<file path="src/inc/aoc_pkg.sv">
// shared constants and types of the analog output control block
package aoc_pkg;

  // channel layout
  localparam int unsigned AOC_NUM_CH = 4;
  localparam int unsigned AOC_CODE_W = 12;

  // register indices, byte address is four times the index
  localparam logic [3:0] AOC_IDX_CODE0 = 4'h0;
  localparam logic [3:0] AOC_IDX_CODE3 = 4'h3;
  localparam logic [3:0] AOC_IDX_FLAGS = 4'hC;
  localparam logic [3:0] AOC_IDX_CFG = 4'hD;

  // bus encodings
  localparam logic [2:0] AOC_HSIZE_WORD = 3'h2;
  localparam int unsigned AOC_TRANS_ACTIVE_POS = 1;
  localparam logic [31:0] AOC_RDATA_ZERO = 32'h0000_0000;

  // configuration and status field positions
  localparam int unsigned AOC_CFG_CONFIGURED_POS = 0;
  localparam int unsigned AOC_CFG_FORCE_ERROR_POS = 1;
  localparam int unsigned AOC_CFG_TIMEOUT_POS = 2;
  localparam int unsigned AOC_CFG_HOLD_POS = 5;
  localparam int unsigned AOC_CFG_SPARE_POS = 6;
  localparam int unsigned AOC_CFG_POWER_DISABLE_POS = 7;

  // current flag positions inside one channel pair
  localparam int unsigned AOC_FLAG_OVER_POS = 0;
  localparam int unsigned AOC_FLAG_UNDER_POS = 1;
  localparam int unsigned AOC_FLAG_STRIDE = 2;

  // timing
  localparam int unsigned AOC_CLK_PERIOD_NS = 50;
  localparam int unsigned AOC_MS_NS = 1000000;
  localparam int unsigned AOC_CYCLES_PER_MS = AOC_MS_NS / AOC_CLK_PERIOD_NS;
  localparam int unsigned AOC_PRESC_W = 16;
  localparam int unsigned AOC_MS_W = 14;
  localparam logic [AOC_MS_W-1:0] AOC_WD_SEL0_MS = 14'h3E80;
  localparam logic [AOC_MS_W-1:0] AOC_WD_SEL1_MS = 14'h0FA0;
  localparam logic [AOC_MS_W-1:0] AOC_WD_SEL2_MS = 14'h07D0;
  localparam logic [AOC_MS_W-1:0] AOC_WD_SEL3_MS = 14'h03E8;
  localparam logic [AOC_MS_W-1:0] AOC_WD_SEL4_MS = 14'h01F4;
  localparam logic [AOC_MS_W-1:0] AOC_WD_SEL5_MS = 14'h00FA;
  localparam logic [AOC_MS_W-1:0] AOC_WD_SEL6_MS = 14'h007D;
  localparam logic [AOC_MS_W-1:0] AOC_WD_SEL7_MS = 14'h003E;

  typedef enum logic [1:0] {
    AOC_VAR_VOLTAGE,
    AOC_VAR_CURRENT_DIAG,
    AOC_VAR_CURRENT_NODIAG
  } aoc_variant_type;

  typedef struct packed {
    logic powerDisable;
    logic spare;
    logic holdOutput;
    logic [2:0] timeoutSel;
    logic forceError;
    logic configured;
  } aoc_cfg_type;

  typedef struct packed {
    logic valid;
    logic write;
    logic mapped;
    logic [3:0] idx;
  } aoc_phase_type;

  typedef struct packed {
    aoc_phase_type phase;
    aoc_cfg_type cfg;
    logic [AOC_NUM_CH-1:0][AOC_CODE_W-1:0] code;
    logic [AOC_NUM_CH-1:0][AOC_CODE_W-1:0] dacOut;
    logic [31:0] rdata;
    logic readyOut;
    logic respErr;
    logic commSeen;
    logic commLed;
    logic faultLed;
    logic [AOC_NUM_CH-1:0] chanLed;
    logic [AOC_NUM_CH-1:0] powerLost;
  } aoc_state_type;

  typedef struct packed {
    logic [AOC_PRESC_W-1:0] presc;
    logic [AOC_MS_W-1:0] msCount;
    logic expired;
  } aoc_wd_state_type;

  // power-up value: everything cleared, unconfigured
  localparam aoc_state_type AOC_STATE_RESET = '0;
  localparam aoc_wd_state_type AOC_WD_RESET = '0;

  function automatic logic [AOC_MS_W-1:0] aoc_wd_period_ms(input logic [2:0] sel);
    case (sel)
      3'h0: aoc_wd_period_ms = AOC_WD_SEL0_MS;
      3'h1: aoc_wd_period_ms = AOC_WD_SEL1_MS;
      3'h2: aoc_wd_period_ms = AOC_WD_SEL2_MS;
      3'h3: aoc_wd_period_ms = AOC_WD_SEL3_MS;
      3'h4: aoc_wd_period_ms = AOC_WD_SEL4_MS;
      3'h5: aoc_wd_period_ms = AOC_WD_SEL5_MS;
      3'h6: aoc_wd_period_ms = AOC_WD_SEL6_MS;
      default: aoc_wd_period_ms = AOC_WD_SEL7_MS;
    endcase
  endfunction : aoc_wd_period_ms

endpackage : aoc_pkg

</file>
<file path="src/rtl/aoc_watchdog.sv">
// communication watchdog with millisecond prescaler
`timescale 1ns/10ps
module aoc_watchdog #(
  parameter int unsigned CYCLES_PER_MS = aoc_pkg::AOC_CYCLES_PER_MS
) (
  // clock and reset
  input wire logic clk,
  input wire logic srst,
  // control
  input wire logic restart,
  input wire logic [2:0] timeoutSel,
  // state
  output logic expired
);

  localparam logic [aoc_pkg::AOC_PRESC_W-1:0] PRESC_LAST =
    aoc_pkg::AOC_PRESC_W'(CYCLES_PER_MS - 1);

  aoc_pkg::aoc_wd_state_type wdReg;
  aoc_pkg::aoc_wd_state_type wdNext;
  logic [aoc_pkg::AOC_MS_W-1:0] periodMs;

  if (CYCLES_PER_MS < 1 || CYCLES_PER_MS > (1 << aoc_pkg::AOC_PRESC_W))
  begin : g_bad_presc
    $error("prescale count out of range");
  end

  always_comb
  begin
    wdNext = wdReg;
    periodMs = aoc_pkg::aoc_wd_period_ms(timeoutSel);
    if (restart)
    begin
      // any access to a mapped register starts a fresh period and ends an expiry
      wdNext = aoc_pkg::AOC_WD_RESET;
    end
    else if (wdReg.presc == PRESC_LAST)
    begin
      // count whole milliseconds; tolerance allows the 62 ms rounding
      wdNext.presc = '0;
      if (!wdReg.expired)
      begin
        wdNext.msCount = wdReg.msCount + 1'b1;
        if (wdReg.msCount + 1'b1 >= periodMs)
        begin
          wdNext.expired = 1'b1;
        end
      end
    end
    else
    begin
      wdNext.presc = wdReg.presc + 1'b1;
    end
  end

  always_ff @(posedge clk)
  begin
    if (srst)
    begin
      wdReg <= aoc_pkg::AOC_WD_RESET;
    end
    else
    begin
      wdReg <= wdNext;
    end
  end

  assign expired = wdReg.expired;

  property p_restart_clears;
    @(posedge clk) disable iff (srst)
    restart |=> !expired ##1 (!expired || $past(restart, 1) == 1'b0);
  endproperty
  a_restart_clears: assert property (p_restart_clears)
    else $error("watchdog still expired after restart");

  property p_expire_on_period;
    @(posedge clk) disable iff (srst)
    $rose(expired) |-> $past(wdReg.msCount) + 1'b1 >= $past(periodMs);
  endproperty
  a_expire_on_period: assert property (p_expire_on_period)
    else $error("watchdog expired before its period");

  property p_expired_sticks;
    @(posedge clk) disable iff (srst)
    (expired && !restart) |=> expired;
  endproperty
  a_expired_sticks: assert property (p_expired_sticks)
    else $error("expiry dropped without an access");

endmodule : aoc_watchdog

</file>
<file path="src/rtl/aoc_ctrl.sv">
// configuration, status, watchdog and indicator logic of the analog output block
//
// Added by the designer: register access over AHB-Lite.
`timescale 1ns/10ps
// Function
// - address 13 writes config, reads status
// - no reads or outputs until configured
// - force error: fault lamp, data unreadable
// - status bits mirror configuration fields
// - bits 4:2 select watchdog period
// - access to 0-3,12,13 restarts watchdog
// - sixteen second period after power-up
// - all configuration bits clear at power-up
// - expiry with hold keeps outputs, comm off
// - expiry without hold zeroes outputs
// - bit 7 disables output power
// - address 12 read-only current flags
// - channel n flags at bits 2(n-1)
// - undercurrent only on current variant
// - both flags mean field power lost
// - undiagnosed current variant reads zero flags
// - fault lamp on force error or expiry
// - comm lamp on while talking, off expiry
// - channel lamps on until configured, except undiagnosed variant
// - channel lamps follow flags after configuration
// - four channels of twelve-bit codes
module aoc_ctrl #(
  parameter aoc_pkg::aoc_variant_type VARIANT = aoc_pkg::AOC_VAR_CURRENT_DIAG,
  parameter int unsigned CYCLES_PER_MS = aoc_pkg::AOC_CYCLES_PER_MS
) (
  // clock and reset
  input wire logic clk,
  input wire logic srst,
  // ahb-lite slave
  input wire logic hsel,
  input wire logic [31:0] haddr,
  input wire logic [1:0] htrans,
  input wire logic hwrite,
  input wire logic [2:0] hsize,
  input wire logic [31:0] hwdata,
  input wire logic hready,
  output logic hreadyout,
  output logic hresp,
  output logic [31:0] hrdata,
  // field diagnostics
  input wire logic [aoc_pkg::AOC_NUM_CH-1:0] overCurrent,
  input wire logic [aoc_pkg::AOC_NUM_CH-1:0] underCurrent,
  // converter side
  output logic [aoc_pkg::AOC_NUM_CH-1:0][aoc_pkg::AOC_CODE_W-1:0] dacCode,
  output logic powerDisable,
  output logic configured,
  output logic [aoc_pkg::AOC_NUM_CH-1:0] fieldPowerLost,
  // indicators
  output logic commLed,
  output logic faultLed,
  output logic [aoc_pkg::AOC_NUM_CH-1:0] channelFaultIndicators
);

  localparam int unsigned NCH = aoc_pkg::AOC_NUM_CH;
  localparam logic DIAG = (VARIANT != aoc_pkg::AOC_VAR_CURRENT_NODIAG);
  localparam logic UNDER_OK = (VARIANT == aoc_pkg::AOC_VAR_CURRENT_DIAG);

  aoc_pkg::aoc_state_type stReg;
  aoc_pkg::aoc_state_type stNext;
  logic accept;
  logic mapped;
  logic [3:0] idx;
  logic restart;
  logic wdExpired;
  logic [7:0] flags;

  if (VARIANT > aoc_pkg::AOC_VAR_CURRENT_NODIAG)
  begin : g_bad_variant
    $error("unknown module variant");
  end

  function automatic logic is_mapped(input logic [3:0] i);
    is_mapped = (i <= aoc_pkg::AOC_IDX_CODE3) || (i == aoc_pkg::AOC_IDX_FLAGS) ||
      (i == aoc_pkg::AOC_IDX_CFG);
  endfunction : is_mapped

  function automatic logic is_code(input logic [3:0] i);
    is_code = (i >= aoc_pkg::AOC_IDX_CODE0) && (i <= aoc_pkg::AOC_IDX_CODE3);
  endfunction : is_code

  // diagnostic flag word, strapped per variant
  function automatic logic [7:0] make_flags(input logic [NCH-1:0] ov,
    input logic [NCH-1:0] un);
    logic [7:0] f;
    f = 8'h00;
    for (int n = 0; n < NCH; n++)
    begin
      f[n * aoc_pkg::AOC_FLAG_STRIDE + aoc_pkg::AOC_FLAG_OVER_POS] = DIAG && ov[n];
      f[n * aoc_pkg::AOC_FLAG_STRIDE + aoc_pkg::AOC_FLAG_UNDER_POS] = UNDER_OK && un[n];
    end
    make_flags = f;
  endfunction : make_flags

  aoc_watchdog #(
    .CYCLES_PER_MS(CYCLES_PER_MS)
  ) u_watchdog (
    .clk(clk),
    .srst(srst),
    .restart(restart),
    .timeoutSel(stReg.cfg.timeoutSel),
    .expired(wdExpired)
  );

  always_comb
  begin
    stNext = stReg;
    flags = make_flags(overCurrent, underCurrent);
    idx = haddr[5:2];
    accept = hsel && hready && htrans[aoc_pkg::AOC_TRANS_ACTIVE_POS];
    // unmapped or narrow accesses complete OKAY with no effect
    mapped = (haddr[31:6] == 26'h0) && (haddr[1:0] == 2'h0) &&
      (hsize == aoc_pkg::AOC_HSIZE_WORD) && is_mapped(idx);
    restart = accept && mapped;
    stNext.readyOut = 1'b1;
    stNext.respErr = 1'b0;

    // address phase capture
    stNext.phase.valid = accept;
    stNext.phase.write = hwrite;
    stNext.phase.mapped = mapped;
    stNext.phase.idx = idx;

    // write data phase
    if (stReg.phase.valid && stReg.phase.write && stReg.phase.mapped)
    begin
      if (stReg.phase.idx == aoc_pkg::AOC_IDX_CFG)
      begin
        // bit 0 is taken as written; a clear drops back to unconfigured
        stNext.cfg = aoc_pkg::aoc_cfg_type'(hwdata[7:0]);
        stNext.cfg.spare = 1'b0;
      end
      else if (is_code(stReg.phase.idx))
      begin
        // data writes stay open under forced error
        stNext.code[stReg.phase.idx[1:0]] = hwdata[aoc_pkg::AOC_CODE_W-1:0];
      end
      // flags index is read-only: nothing stored
    end

    // read data, presented in the following data phase
    stNext.rdata = aoc_pkg::AOC_RDATA_ZERO;
    if (accept && !hwrite && mapped && stReg.cfg.configured)
    begin
      if (idx == aoc_pkg::AOC_IDX_CFG)
      begin
        stNext.rdata[7:0] = stReg.cfg;
      end
      else if (idx == aoc_pkg::AOC_IDX_FLAGS)
      begin
        stNext.rdata[7:0] = flags;
      end
      else if (!stReg.cfg.forceError)
      begin
        stNext.rdata[aoc_pkg::AOC_CODE_W-1:0] = stReg.code[idx[1:0]];
      end
    end

    // converter outputs
    if (!stReg.cfg.configured)
    begin
      stNext.dacOut = '0;
    end
    else if (wdExpired && stReg.cfg.holdOutput)
    begin
      stNext.dacOut = stReg.dacOut;
    end
    else if (wdExpired)
    begin
      stNext.dacOut = '0;
    end
    else
    begin
      stNext.dacOut = stReg.code;
    end

    // indicators
    stNext.faultLed = stReg.cfg.forceError || wdExpired;
    stNext.commSeen = stReg.commSeen || restart;
    stNext.commLed = stReg.commSeen && !wdExpired;
    for (int n = 0; n < NCH; n++)
    begin
      stNext.powerLost[n] = DIAG && UNDER_OK && overCurrent[n] && underCurrent[n];
      if (!DIAG)
      begin
        stNext.chanLed[n] = 1'b0;
      end
      else if (!stReg.cfg.configured)
      begin
        stNext.chanLed[n] = 1'b1;
      end
      else
      begin
        // power loss shows as overcurrent too, so it lights the lamp
        stNext.chanLed[n] = overCurrent[n] || (UNDER_OK && underCurrent[n]);
      end
    end
  end

  always_ff @(posedge clk)
  begin
    if (srst)
    begin
      stReg <= aoc_pkg::AOC_STATE_RESET;
    end
    else
    begin
      stReg <= stNext;
    end
  end

  assign hreadyout = stReg.readyOut;
  assign hresp = stReg.respErr;
  assign hrdata = stReg.rdata;
  assign dacCode = stReg.dacOut;
  assign powerDisable = stReg.cfg.powerDisable;
  assign configured = stReg.cfg.configured;
  assign fieldPowerLost = stReg.powerLost;
  assign commLed = stReg.commLed;
  assign faultLed = stReg.faultLed;
  assign channelFaultIndicators = stReg.chanLed;

  property p_cfg_write;
    @(posedge clk) disable iff (srst)
    (stReg.phase.valid && stReg.phase.write && stReg.phase.mapped &&
      stReg.phase.idx == aoc_pkg::AOC_IDX_CFG)
      |=> stReg.cfg[aoc_pkg::AOC_CFG_CONFIGURED_POS] ==
        $past(hwdata[aoc_pkg::AOC_CFG_CONFIGURED_POS]) &&
        powerDisable == $past(hwdata[aoc_pkg::AOC_CFG_POWER_DISABLE_POS]);
  endproperty
  a_cfg_write: assert property (p_cfg_write)
    else $error("configuration write not stored");

  property p_unconfigured_read;
    @(posedge clk) disable iff (srst)
    (accept && !hwrite && !stReg.cfg.configured) |=> hrdata == 32'h0000_0000;
  endproperty
  a_unconfigured_read: assert property (p_unconfigured_read)
    else $error("read answered before configuration");

  property p_forced_data_read;
    @(posedge clk) disable iff (srst)
    (accept && !hwrite && is_code(idx) && stReg.cfg.forceError) |=> hrdata == 32'h0000_0000;
  endproperty
  a_forced_data_read: assert property (p_forced_data_read)
    else $error("data read under forced error");

  property p_status_read;
    @(posedge clk) disable iff (srst)
    (accept && !hwrite && mapped && idx == aoc_pkg::AOC_IDX_CFG && stReg.cfg.configured)
      |=> hrdata[7:0] == $past(stReg.cfg) && !hrdata[aoc_pkg::AOC_CFG_SPARE_POS];
  endproperty
  a_status_read: assert property (p_status_read)
    else $error("status read mismatch");

  property p_flags_read;
    @(posedge clk) disable iff (srst)
    (accept && !hwrite && mapped && idx == aoc_pkg::AOC_IDX_FLAGS && stReg.cfg.configured)
      |=> hrdata[7:0] == $past(flags);
  endproperty
  a_flags_read: assert property (p_flags_read)
    else $error("flag read mismatch");

  property p_hold_on_expiry;
    @(posedge clk) disable iff (srst)
    (wdExpired && stReg.cfg.holdOutput && stReg.cfg.configured) |=> $stable(dacCode);
  endproperty
  a_hold_on_expiry: assert property (p_hold_on_expiry)
    else $error("outputs moved during held expiry");

  property p_zero_on_expiry;
    @(posedge clk) disable iff (srst)
    (wdExpired && !stReg.cfg.holdOutput) |=> dacCode == '0;
  endproperty
  a_zero_on_expiry: assert property (p_zero_on_expiry)
    else $error("outputs not zeroed on expiry");

  property p_fault_lamp;
    @(posedge clk) disable iff (srst)
    (stReg.cfg.forceError || wdExpired) |=> faultLed;
  endproperty
  a_fault_lamp: assert property (p_fault_lamp)
    else $error("fault lamp dark");

  property p_comm_lamp_off;
    @(posedge clk) disable iff (srst)
    wdExpired |=> !commLed;
  endproperty
  a_comm_lamp_off: assert property (p_comm_lamp_off)
    else $error("comm lamp lit after expiry");

  property p_lamps_unconfigured;
    @(posedge clk) disable iff (srst)
    (DIAG && !stReg.cfg.configured) |=> channelFaultIndicators == '1;
  endproperty
  a_lamps_unconfigured: assert property (p_lamps_unconfigured)
    else $error("channel lamps dark before configuration");

  property p_nodiag_flags;
    @(posedge clk) disable iff (srst)
    !DIAG |-> flags == 8'h00 && channelFaultIndicators == '0;
  endproperty
  a_nodiag_flags: assert property (p_nodiag_flags)
    else $error("undiagnosed variant shows flags");

  property p_power_loss;
    @(posedge clk) disable iff (srst)
    (UNDER_OK && overCurrent[0] && underCurrent[0]) |=> fieldPowerLost[0];
  endproperty
  a_power_loss: assert property (p_power_loss)
    else $error("field power loss missed");

  // odd bits of the flag word carry undercurrent
  property p_voltage_no_under;
    @(posedge clk) disable iff (srst)
    (VARIANT == aoc_pkg::AOC_VAR_VOLTAGE) |-> (flags & 8'hAA) == 8'h00;
  endproperty
  a_voltage_no_under: assert property (p_voltage_no_under)
    else $error("undercurrent flag on voltage variant");

  property p_chan_lamp_over;
    @(posedge clk) disable iff (srst)
    (DIAG && stReg.cfg.configured && overCurrent[0]) |=> channelFaultIndicators[0];
  endproperty
  a_chan_lamp_over: assert property (p_chan_lamp_over)
    else $error("channel lamp dark on overcurrent");

  property p_comm_lamp_relit;
    @(posedge clk) disable iff (srst)
    (stReg.commSeen && !wdExpired) |=> commLed;
  endproperty
  a_comm_lamp_relit: assert property (p_comm_lamp_relit)
    else $error("comm lamp dark while talking");

endmodule : aoc_ctrl

</file>
<file path="config.mk">
export PLATFORM = sky130hd
export DESIGN_NAME = aoc_ctrl
export DESIGN_NICKNAME = d
export VERILOG_FILES = /design/src/inc/aoc_pkg.sv /design/src/rtl/aoc_watchdog.sv /design/src/rtl/aoc_ctrl.sv
export SDC_FILE = /design/constraint.sdc
export NUM_CORES = 1
export LEC_CHECK = 0
export BUFFER_PORTS_ARGS = -buffer_cell sky130_fd_sc_hd__buf_4
export CAP_MARGIN = 15
export CORE_AREA = 2 2 156 120
export DETAILED_ROUTE_END_ITERATION = 10
export DIE_AREA = 0 0 158 122
export GPL_ROUTABILITY_DRIVEN = 0
export GPL_TIMING_DRIVEN = 1
export MAX_ROUTING_LAYER = met4
export PLACE_DENSITY = 0.69
export SETUP_SLACK_MARGIN = 0.3
export SYNTH_ARGS = -nofsm -noshare
export SYNTH_HDL_FRONTEND = slang
export SYNTH_HIERARCHICAL = 1
export SYNTH_SLANG_ARGS = --single-unit
</file>
<file path="constraint.sdc">
create_clock -name clk -period 2.4 [get_ports clk]
set_clock_uncertainty 0.05 [all_clocks]
set_input_delay 0.6 -clock clk [delete_from_list [all_inputs] [get_ports clk]]
set_output_delay 0.6 -clock clk [all_outputs]
set_load 0.05 [all_outputs]
</file>
==> results.py, run 1 <==
metrics = {
    "run_status": {
        "status": "finished, final reports clean",
    },
    "power": {
        "p_total_mw": 5.790,
        "irDropWorstVdd_mv": 0.4674,
        "p_int_mw": 4.457,
        "p_leak_nw": 3.838,
        "sw_frac_of_total_pct": 23.02,
        "switchingPower_mw": 1.333,
        "p_comb_share_pct": 5.4,
        "clkPwrFrac_pct": 46.9,
        "p_seq_share_pct": 47.7,
        "powerDensity_nw_per_um2": 622.8,
    },
    "drt": {
        "wirelength_um": 18640,
        "drc": 0,
        "wl_per_cell_um": 15.73,
        "vias": 6014,
        "initialDrtViolationCount": 444,
        "ant_nets": 0,
        "vias_per_cell": 5.075,
        "drt_first_pass_iters": 5,
    },
    "floorplan": {
        "dieWidth_um": 158,
        "rows": 43,
        "die_y_um": 122,
        "ios": 176,
        "initial_core_util_pct": 43.59,
        "die_area_um2": 19280,
        "core_area_um2": 17970,
    },
    "sta": {
        "setup_violations": 0,
        "finalMaxSlewViolations": 0,
        "fin_ws_ns": 0.2728,
        "worst_pin_slew_ns": 0.6854,
        "fmax_mhz": 470.1,
        "hold_violations": 0,
        "slew_headroom_pct": 54.31,
        "period_needed_ns": 2.127,
        "fin_crit_sh_pct": 88.63,
        "rsz0062_at_grt": "true",
    },
    "synth": {
        "synth-compound-area-share_pct": 6.422,
        "yosysUniqueCellTypes": 50,
        "synthArstFlopShare_pct": 0,
        "synth_area_um2": 7833,
        "yosysWarnings": 6,
        "synthMuxAreaShare_pct": 9.952,
        "synth_top_family_by_area": "simple AND/OR/NAND/NOR gates",
        "netlist_instances": 856,
        "synth-xor-area-share_pct": 4.361,
        "synth_area_per_cell_um2": 9.150,
        "synth_top_flop_cell": "dfxtp_1",
        "synth_area_leaders": "dfxtp_1 (42%), buf_4 (8.5%), mux2i_1 (5.5%), nor2_1 (5.1%), a21oi_1 (4.7%)",
        "synth_fa_ha_area_share_pct": 2.556,
        "synth_top_cell_area_share_pct": 42.17,
        "synth-edff-count": 0,
        "synth-seq-area-share_pct": 42.17,
        "synth_simple_gate_area_share_pct": 23.08,
        "ys_ff_latch": 165,
        "synth_top_area_cell": "dfxtp_1",
    },
    "worst_setup_path": {
        "cp-start-kind": "flop",
        "crit_chain": "ha_4 -> and3_4 -> buf_4 -> xor2_1 -> ha_1 -> a21oi_1 -> nor2b_1 -> o31ai_1 -> o311ai_1",
        "crit_fanout": 3,
        "end_kind": "flop",
        "cp.depth": 9,
        "path_class": "reg2reg",
        "slowest_stage": "dfxtp_4",
        "r2r_cells": 9,
        "cp.required_ns": 2.64,
        "critPathArrivalTime_ns": 2.37,
        "crit_buf_inv": 1,
        "path_delay_family": "compound AO/OA/AOI/OAI gates",
        "slowest_delay_ns": 0.36,
    },
    "clock_tree": {
        "clockBufferDepth": 2,
        "clk_latency_ns": 0.42,
        "cts-buffers-inserted": 17,
        "h-tree-depth": 4,
        "clockRootBuffer": "clkbuf_16",
        "tritoncts": "yes",
        "clock_sinks": 165,
        "holdBufCountCts": 0,
        "path_clk_slew_ns": 0.06,
    },
    "global_route": {
        "grt_pass1_wl_um": 28700,
        "grt_max_degree": 65,
        "first_global_vias": 5455,
        "track_usage_pct": 19.95,
        "gr-total-overflow": 0,
        "antenna_found_initial": 0,
    },
    "flow_run": {
        "cap_violations": 0,
    },
    "cells_and_area": {
        "fin_nets": 1024,
        "n_antenna_cell": 0,
        "final_area_um2": 9298,
        "drive_gt1_share_pct": 27.72,
        "area_growth_syn_to_layout_pct": 18.71,
        "fin_util_pct": 51.74,
    },
    "min_path": {
        "hp-class": "in2reg",
        "holdPathStages": 2,
    },
    "place": {
        "port_buffers": 133,
        "dp_slack_ns": -0.02565,
        "post_dp_cell_area_um2": 8611,
        "hpwl_um": 13220,
    },
}
-- power groups by stage --
stage / Clock [mW] / Combinational (mW) / Sequential [mW]
after floorplan: 0 / 0.209 / 2.82
after global placement: 0 / 0.312 / 2.82
after detailed placement: 0 / 0.314 / 2.82
after CTS: 2.76 / 0.314 / 2.76
final: 2.72 / 0.315 / 2.76
after global routing: 2.86 / 0.335 / 2.76
-- Yosys cell counts (2+ instances only) --
library cell and n:
and2_1 4, nor3b_2 2, nand4_1 7, and4_1 6, inv_1 4, nand3_1 63
nor3_1 3, o31ai_1 2, and3_1 14, buf_1 5, nor4_1 6, buf_6 2
or2_2 4, nand2b_1 50, mux4_2 12, mux2_2 7, ha_1 16, a22oi_1 7
xor2_1 15, nor4_2 5, o21ai_0 5, xnor2_1 24, nor3_2 5, nor2b_1 6
nand2_1 44, buf_2 8, dfxtp_1 165, nor2_1 106, a21oi_1 73, clkbuf_1 33
buf_4 89, mux2i_1 43, nor3b_1 4
-- metal layers --
| layer | track usage [%] | vias up | part of all wire [%] |
|---|---|---|---|
| met3 | 4.803 | 20 | 6.9 |
| met1 | 28.76 | 2863 | 49 |
| met2 | 27.34 | 183 | 43 |
| li1 | - | 2948 | - |
| met5 | - | - | 0 |
| met4 | 6.363 | 0 | 1.6 |
-- sequential cells by signal (all words and copies together) (netlist names), 4 cells and up --
register / flops
channelFaultIndicators: 4
dacCode: 48
fieldPowerLost: 4
hrdata: 12
stReg: 61
u_watchdog/wdReg: 30
-- worst reg2reg max path: cells and delay by family, from the launching register on --
family                   cells  cell delay (ns)
AO/OA/AOI/OAI                3             0.58
adder cells (fa/ha/maj)      2             0.47
flip-flops                   1             0.36
AND/OR/NAND/NOR              2             0.25
buffers and inverters        1             0.14
XOR/XNOR                     1             0.14
-- path summary, 6_finish.rpt --
check	startpoint	slack (ns)	endpoint
max	u_watchdog/wdReg[1]$_SDFFE_PP0P_	0.27	u_watchdog/expired$_SDFFE_PP0N_
min	hwrite	0.35	stReg[154]$_SDFF_PP0_
max reg2reg	u_watchdog/wdReg[1]$_SDFFE_PP0P_	0.27	u_watchdog/expired$_SDFFE_PP0N_
min reg2reg	stReg[10]$_SDFF_PP0_	0.41	stReg[10]$_SDFF_PP0_
-- timing repair --
action                                  4_1_cts  5_1_grt
resized for setup                            14        4
endpoints found under the setup margin        1        1
buffers inserted                              6        2
cloned                                        0        0
pin swaps                                     7        4
-- cells in the final DEF (no fill, tap or decap), types with 11 or more instances in the layout --
cell | Yosys | routed
buf_4 | 89 | 166
dfxtp_1 | 165 | 159
nor2_1 | 106 | 102
a21oi_1 | 73 | 72
nand3_1 | 63 | 63
nand2b_1 | 50 | 49
nand2_1 | 44 | 44
mux2i_1 | 43 | 43
xnor2_1 | 24 | 24
conb_1 | 1 | 21
clkbuf_16 | 0 | 17
xor2_1 | 15 | 15
ha_1 | 16 | 15
mux4_2 | 12 | 12
and3_1 | 14 | 11
-- metrics by stage --
step / hold slack (ns) / TNS [ns] / std cells
2_1_floorplan: 0.3735 / 0 / 876
3_3_place_gp: 0.3904 / 0 / 1146
3_5_place_dp: 0.3965 / -0.04583 / 1146
4_1_cts: 0.3359 / 0 / 1183
5_1_grt: 0.3515 / 0 / 1185
6_report: 0.3490 / 0 / 1185
-- layout make-up --
type,count,area (µm²)
clock inverters,10,122.6
fillers,1688,8672
clock buffers,21,460.4
inverters,4,15.01
flip-flops and latches,165,3318
repair buffers,169,1297
well taps,247,309.0
multi-input cells,569,3775
-- cell families (layout without fill, tap and decap cells) --
kind of cell / after synthesis / after routing
AOI/OAI and AO/OA: 92 / 92
buffers and inverters: 142 / 204
muxes: 62 / 62
other: 1 / 21
adders and majority gates: 16 / 16
DFF: 165 / 165
xor gates and xnor gates: 39 / 39
and+or+nand+nor: 339 / 339
(Power assumes the default switching activity.)
==> run 2, diff against run 1 <==
--- a/config.mk
+++ b/config.mk
@@ -8,6 +8,7 @@
 export BUFFER_PORTS_ARGS = -buffer_cell sky130_fd_sc_hd__buf_4
 export CAP_MARGIN = 15
 export CORE_AREA = 2 2 156 120
+export CTS_BUF_LIST = sky130_fd_sc_hd__clkbuf_16
 export DETAILED_ROUTE_END_ITERATION = 10
 export DIE_AREA = 0 0 158 122
 export GPL_ROUTABILITY_DRIVEN = 0
==> run 2 against run 1 <==
  * Final area is 0.22% lower
  * Core utilization is 0.11 points lower
  * Sequential cell count stayed put
  * Routed wire length is 0.13% higher
  * Total power is 1.4% lower
  * First-iteration DRC count is 2.3% higher
  * Critical path depth stayed put
  * Count of clock-buffer cells in the layout is 4 lower
  * Non-clock buffer count stayed put
  * Worst hold slack better by 0.0060 ns
  * Die area stayed put
  * Clock power is 3% lower
  * Critical endpoint unchanged
  * Largest power group unchanged
==> results.py, run 2 (synthesis gave the netlist of run 1 again) <==
metrics = {
    "floorplan": {
        "ios": 176,
        "rows": 43,
        "initial_core_util_pct": 43.59,
        "core_area_um2": 17970,
        "die_y_um": 122,
        "dieWidth_um": 158,
        "die_area_um2": 19280,
    },
    "power": {
        "p_total_mw": 5.708,
        "powerDensity_nw_per_um2": 615.2,
        "irDropWorstVdd_mv": 0.4584,
        "p_leak_nw": 3.835,
    },
    "sta": {
        "rsz0062_at_grt": "true",
        "hold_ws_ns": 0.3550,
        "worst_pin_slew_ns": 0.6991,
        "hold_violations": 0,
        "setup_violations": 0,
        "fin_setup_tns_ns": 0,
        "finalMaxSlewViolations": 0,
        "fin_ws_ns": 0.2710,
        "period_needed_ns": 2.129,
        "fin_crit_sh_pct": 88.71,
        "slew_headroom_pct": 53.40,
        "fmax_mhz": 469.7,
    },
    "drt": {
        "ant_nets": 0,
        "vias_per_cell": 5.102,
        "wl_per_cell_um": 15.75,
        "vias": 6046,
        "drt_first_pass_iters": 5,
        "initialDrtViolationCount": 454,
        "drc": 0,
        "wirelength_um": 18670,
    },
    "worst_setup_path": {
        "cp.required_ns": 2.63,
        "crit_path_end": "u_watchdog/expired$_SDFFE_PP0N_",
        "cp-start-kind": "flop",
        "rrSetupSlack_ns": 0.27,
        "r2r_cells": 9,
        "reg2reg_from": "u_watchdog/wdReg[1]$_SDFFE_PP0P_",
        "end_kind": "flop",
        "critPathArrivalTime_ns": 2.36,
        "path_class": "reg2reg",
        "crit_fanout": 3,
        "crit_start": "u_watchdog/wdReg[1]$_SDFFE_PP0P_",
        "r2r-end": "u_watchdog/expired$_SDFFE_PP0N_",
    },
    "global_route": {
        "grt_pass1_wl_um": 28770,
        "antenna_found_initial": 0,
        "track_usage_pct": 19.97,
        "grtUsageMet1_pct": 28.75,
        "grt_busiest_layer": "met1",
        "gr-usage-met2_pct": 27.69,
        "gr-total-overflow": 0,
        "first_global_vias": 5458,
        "grt_use_met3_pct": 4.731,
        "grt_max_degree": 65,
    },
    "place": {
        "port_buffers": 133,
        "post_dp_cell_area_um2": 8611,
        "dp_slack_ns": -0.02565,
        "placedCellCount": 1146,
        "hpwl_um": 13220,
    },
    "cells_and_area": {
        "regArea_um2": 3318,
        "area_growth_syn_to_layout_pct": 18.45,
        "drive_gt1_share_pct": 27.51,
        "stdcell_count": 1185,
        "largest_reg_flops": 61,
        "layout_commonest_cell": "buf_4",
        "largest_register": "stReg",
        "fin_nets": 1024,
        "final_area_um2": 9278,
        "final_cell_mix": "buf_4 (166), dfxtp_1 (159), nor2_1 (102)",
        "fillers": 1699,
        "multi_input_area_um2": 3775,
        "fin_util_pct": 51.63,
        "n_antenna_cell": 0,
    },
    "clock_tree": {
        "h-tree-depth": 4,
        "tritoncts": "yes",
        "path_clk_slew_ns": 0.06,
        "cts-buffers-inserted": 17,
        "clockRootBuffer": "clkbuf_16",
        "clk_latency_ns": 0.42,
        "clock_sinks": 165,
        "clockBufferDepth": 2,
    },
    "flow_run": {
        "cap_violations": 0,
    },
    "min_path": {
        "hp-class": "in2reg",
    },
    "run_status": {
        "status": "finished, final reports clean",
    },
}
[run 2: changes by cell type in the layout (fill, tap and decap cells not counted), sizes merged]
cell | previous run | this run
inv | 6 | 8
clkbuf | 21 | 17
clkinv | 6 | 8
[run 2: worst max-delay path, cell delays in order, from the launching register on]
cell and delay (ns):
dfxtp_4 0.36, ha_4 0.16, and3_4 0.19, buf_4 0.14, xor2_1 0.14, ha_1 0.31, a21oi_1 0.15, nor2b_1 0.06
o31ai_1 0.28, o311ai_1 0.15
[run 2: metal layers]
metal / vias to the layer above / wire (µm)
met5: - / 0
met4: 0 / 299
met3: 18 / 1340
met2: 183 / 7984
met1: 2902 / 9040
li1: 2943 / -
[run 2: final cells by class]
cell class	instances	share of cell area, %
Tap cell	247	3.331
Multi-Input combinational cell	569	40.69
Clock buffer	17	4.585
Timing Repair Buffer	169	13.99
Clock inverter	14	1.483
Inverter	4	0.1618
Sequential cell	165	35.77
[run 2: power breakdown]
group | switching (mW) | leakage (nW) | internal (mW)
Sequential | 0.00864 | 1.34 | 2.75
Combinational | 0.200 | 2.21 | 0.115
Clock | 1.11 | 0.285 | 1.52
Total | 1.32 | 3.83 | 4.39
[run 2: worst min-delay path by stage]
stage / start / to / slack, ns / depth (start not counted)
floorplan: stReg[10]$_SDFF_PP0_ / stReg[10]$_SDFF_PP0_ / 0.37 / 2
global placement: u_watchdog/wdReg[15]$_SDFF_PP0_ / u_watchdog/wdReg[15]$_SDFF_PP0_ / 0.39 / 1
detailed placement: stReg[10]$_SDFF_PP0_ / stReg[10]$_SDFF_PP0_ / 0.40 / 2
CTS: hwrite / stReg[154]$_SDFF_PP0_ / 0.34 / 2
global route: srst / channelFaultIndicators[2]$_SDFF_PP0_ / 0.35 / 2
finish: hwrite / stReg[154]$_SDFF_PP0_ / 0.35 / 2
[run 2: repair_timing]
item,CTS,global route
setup endpoints to repair,1,1
hold buffers,0,0
pin swaps,7,4
buffers inserted,6,2
resized for setup,14,4
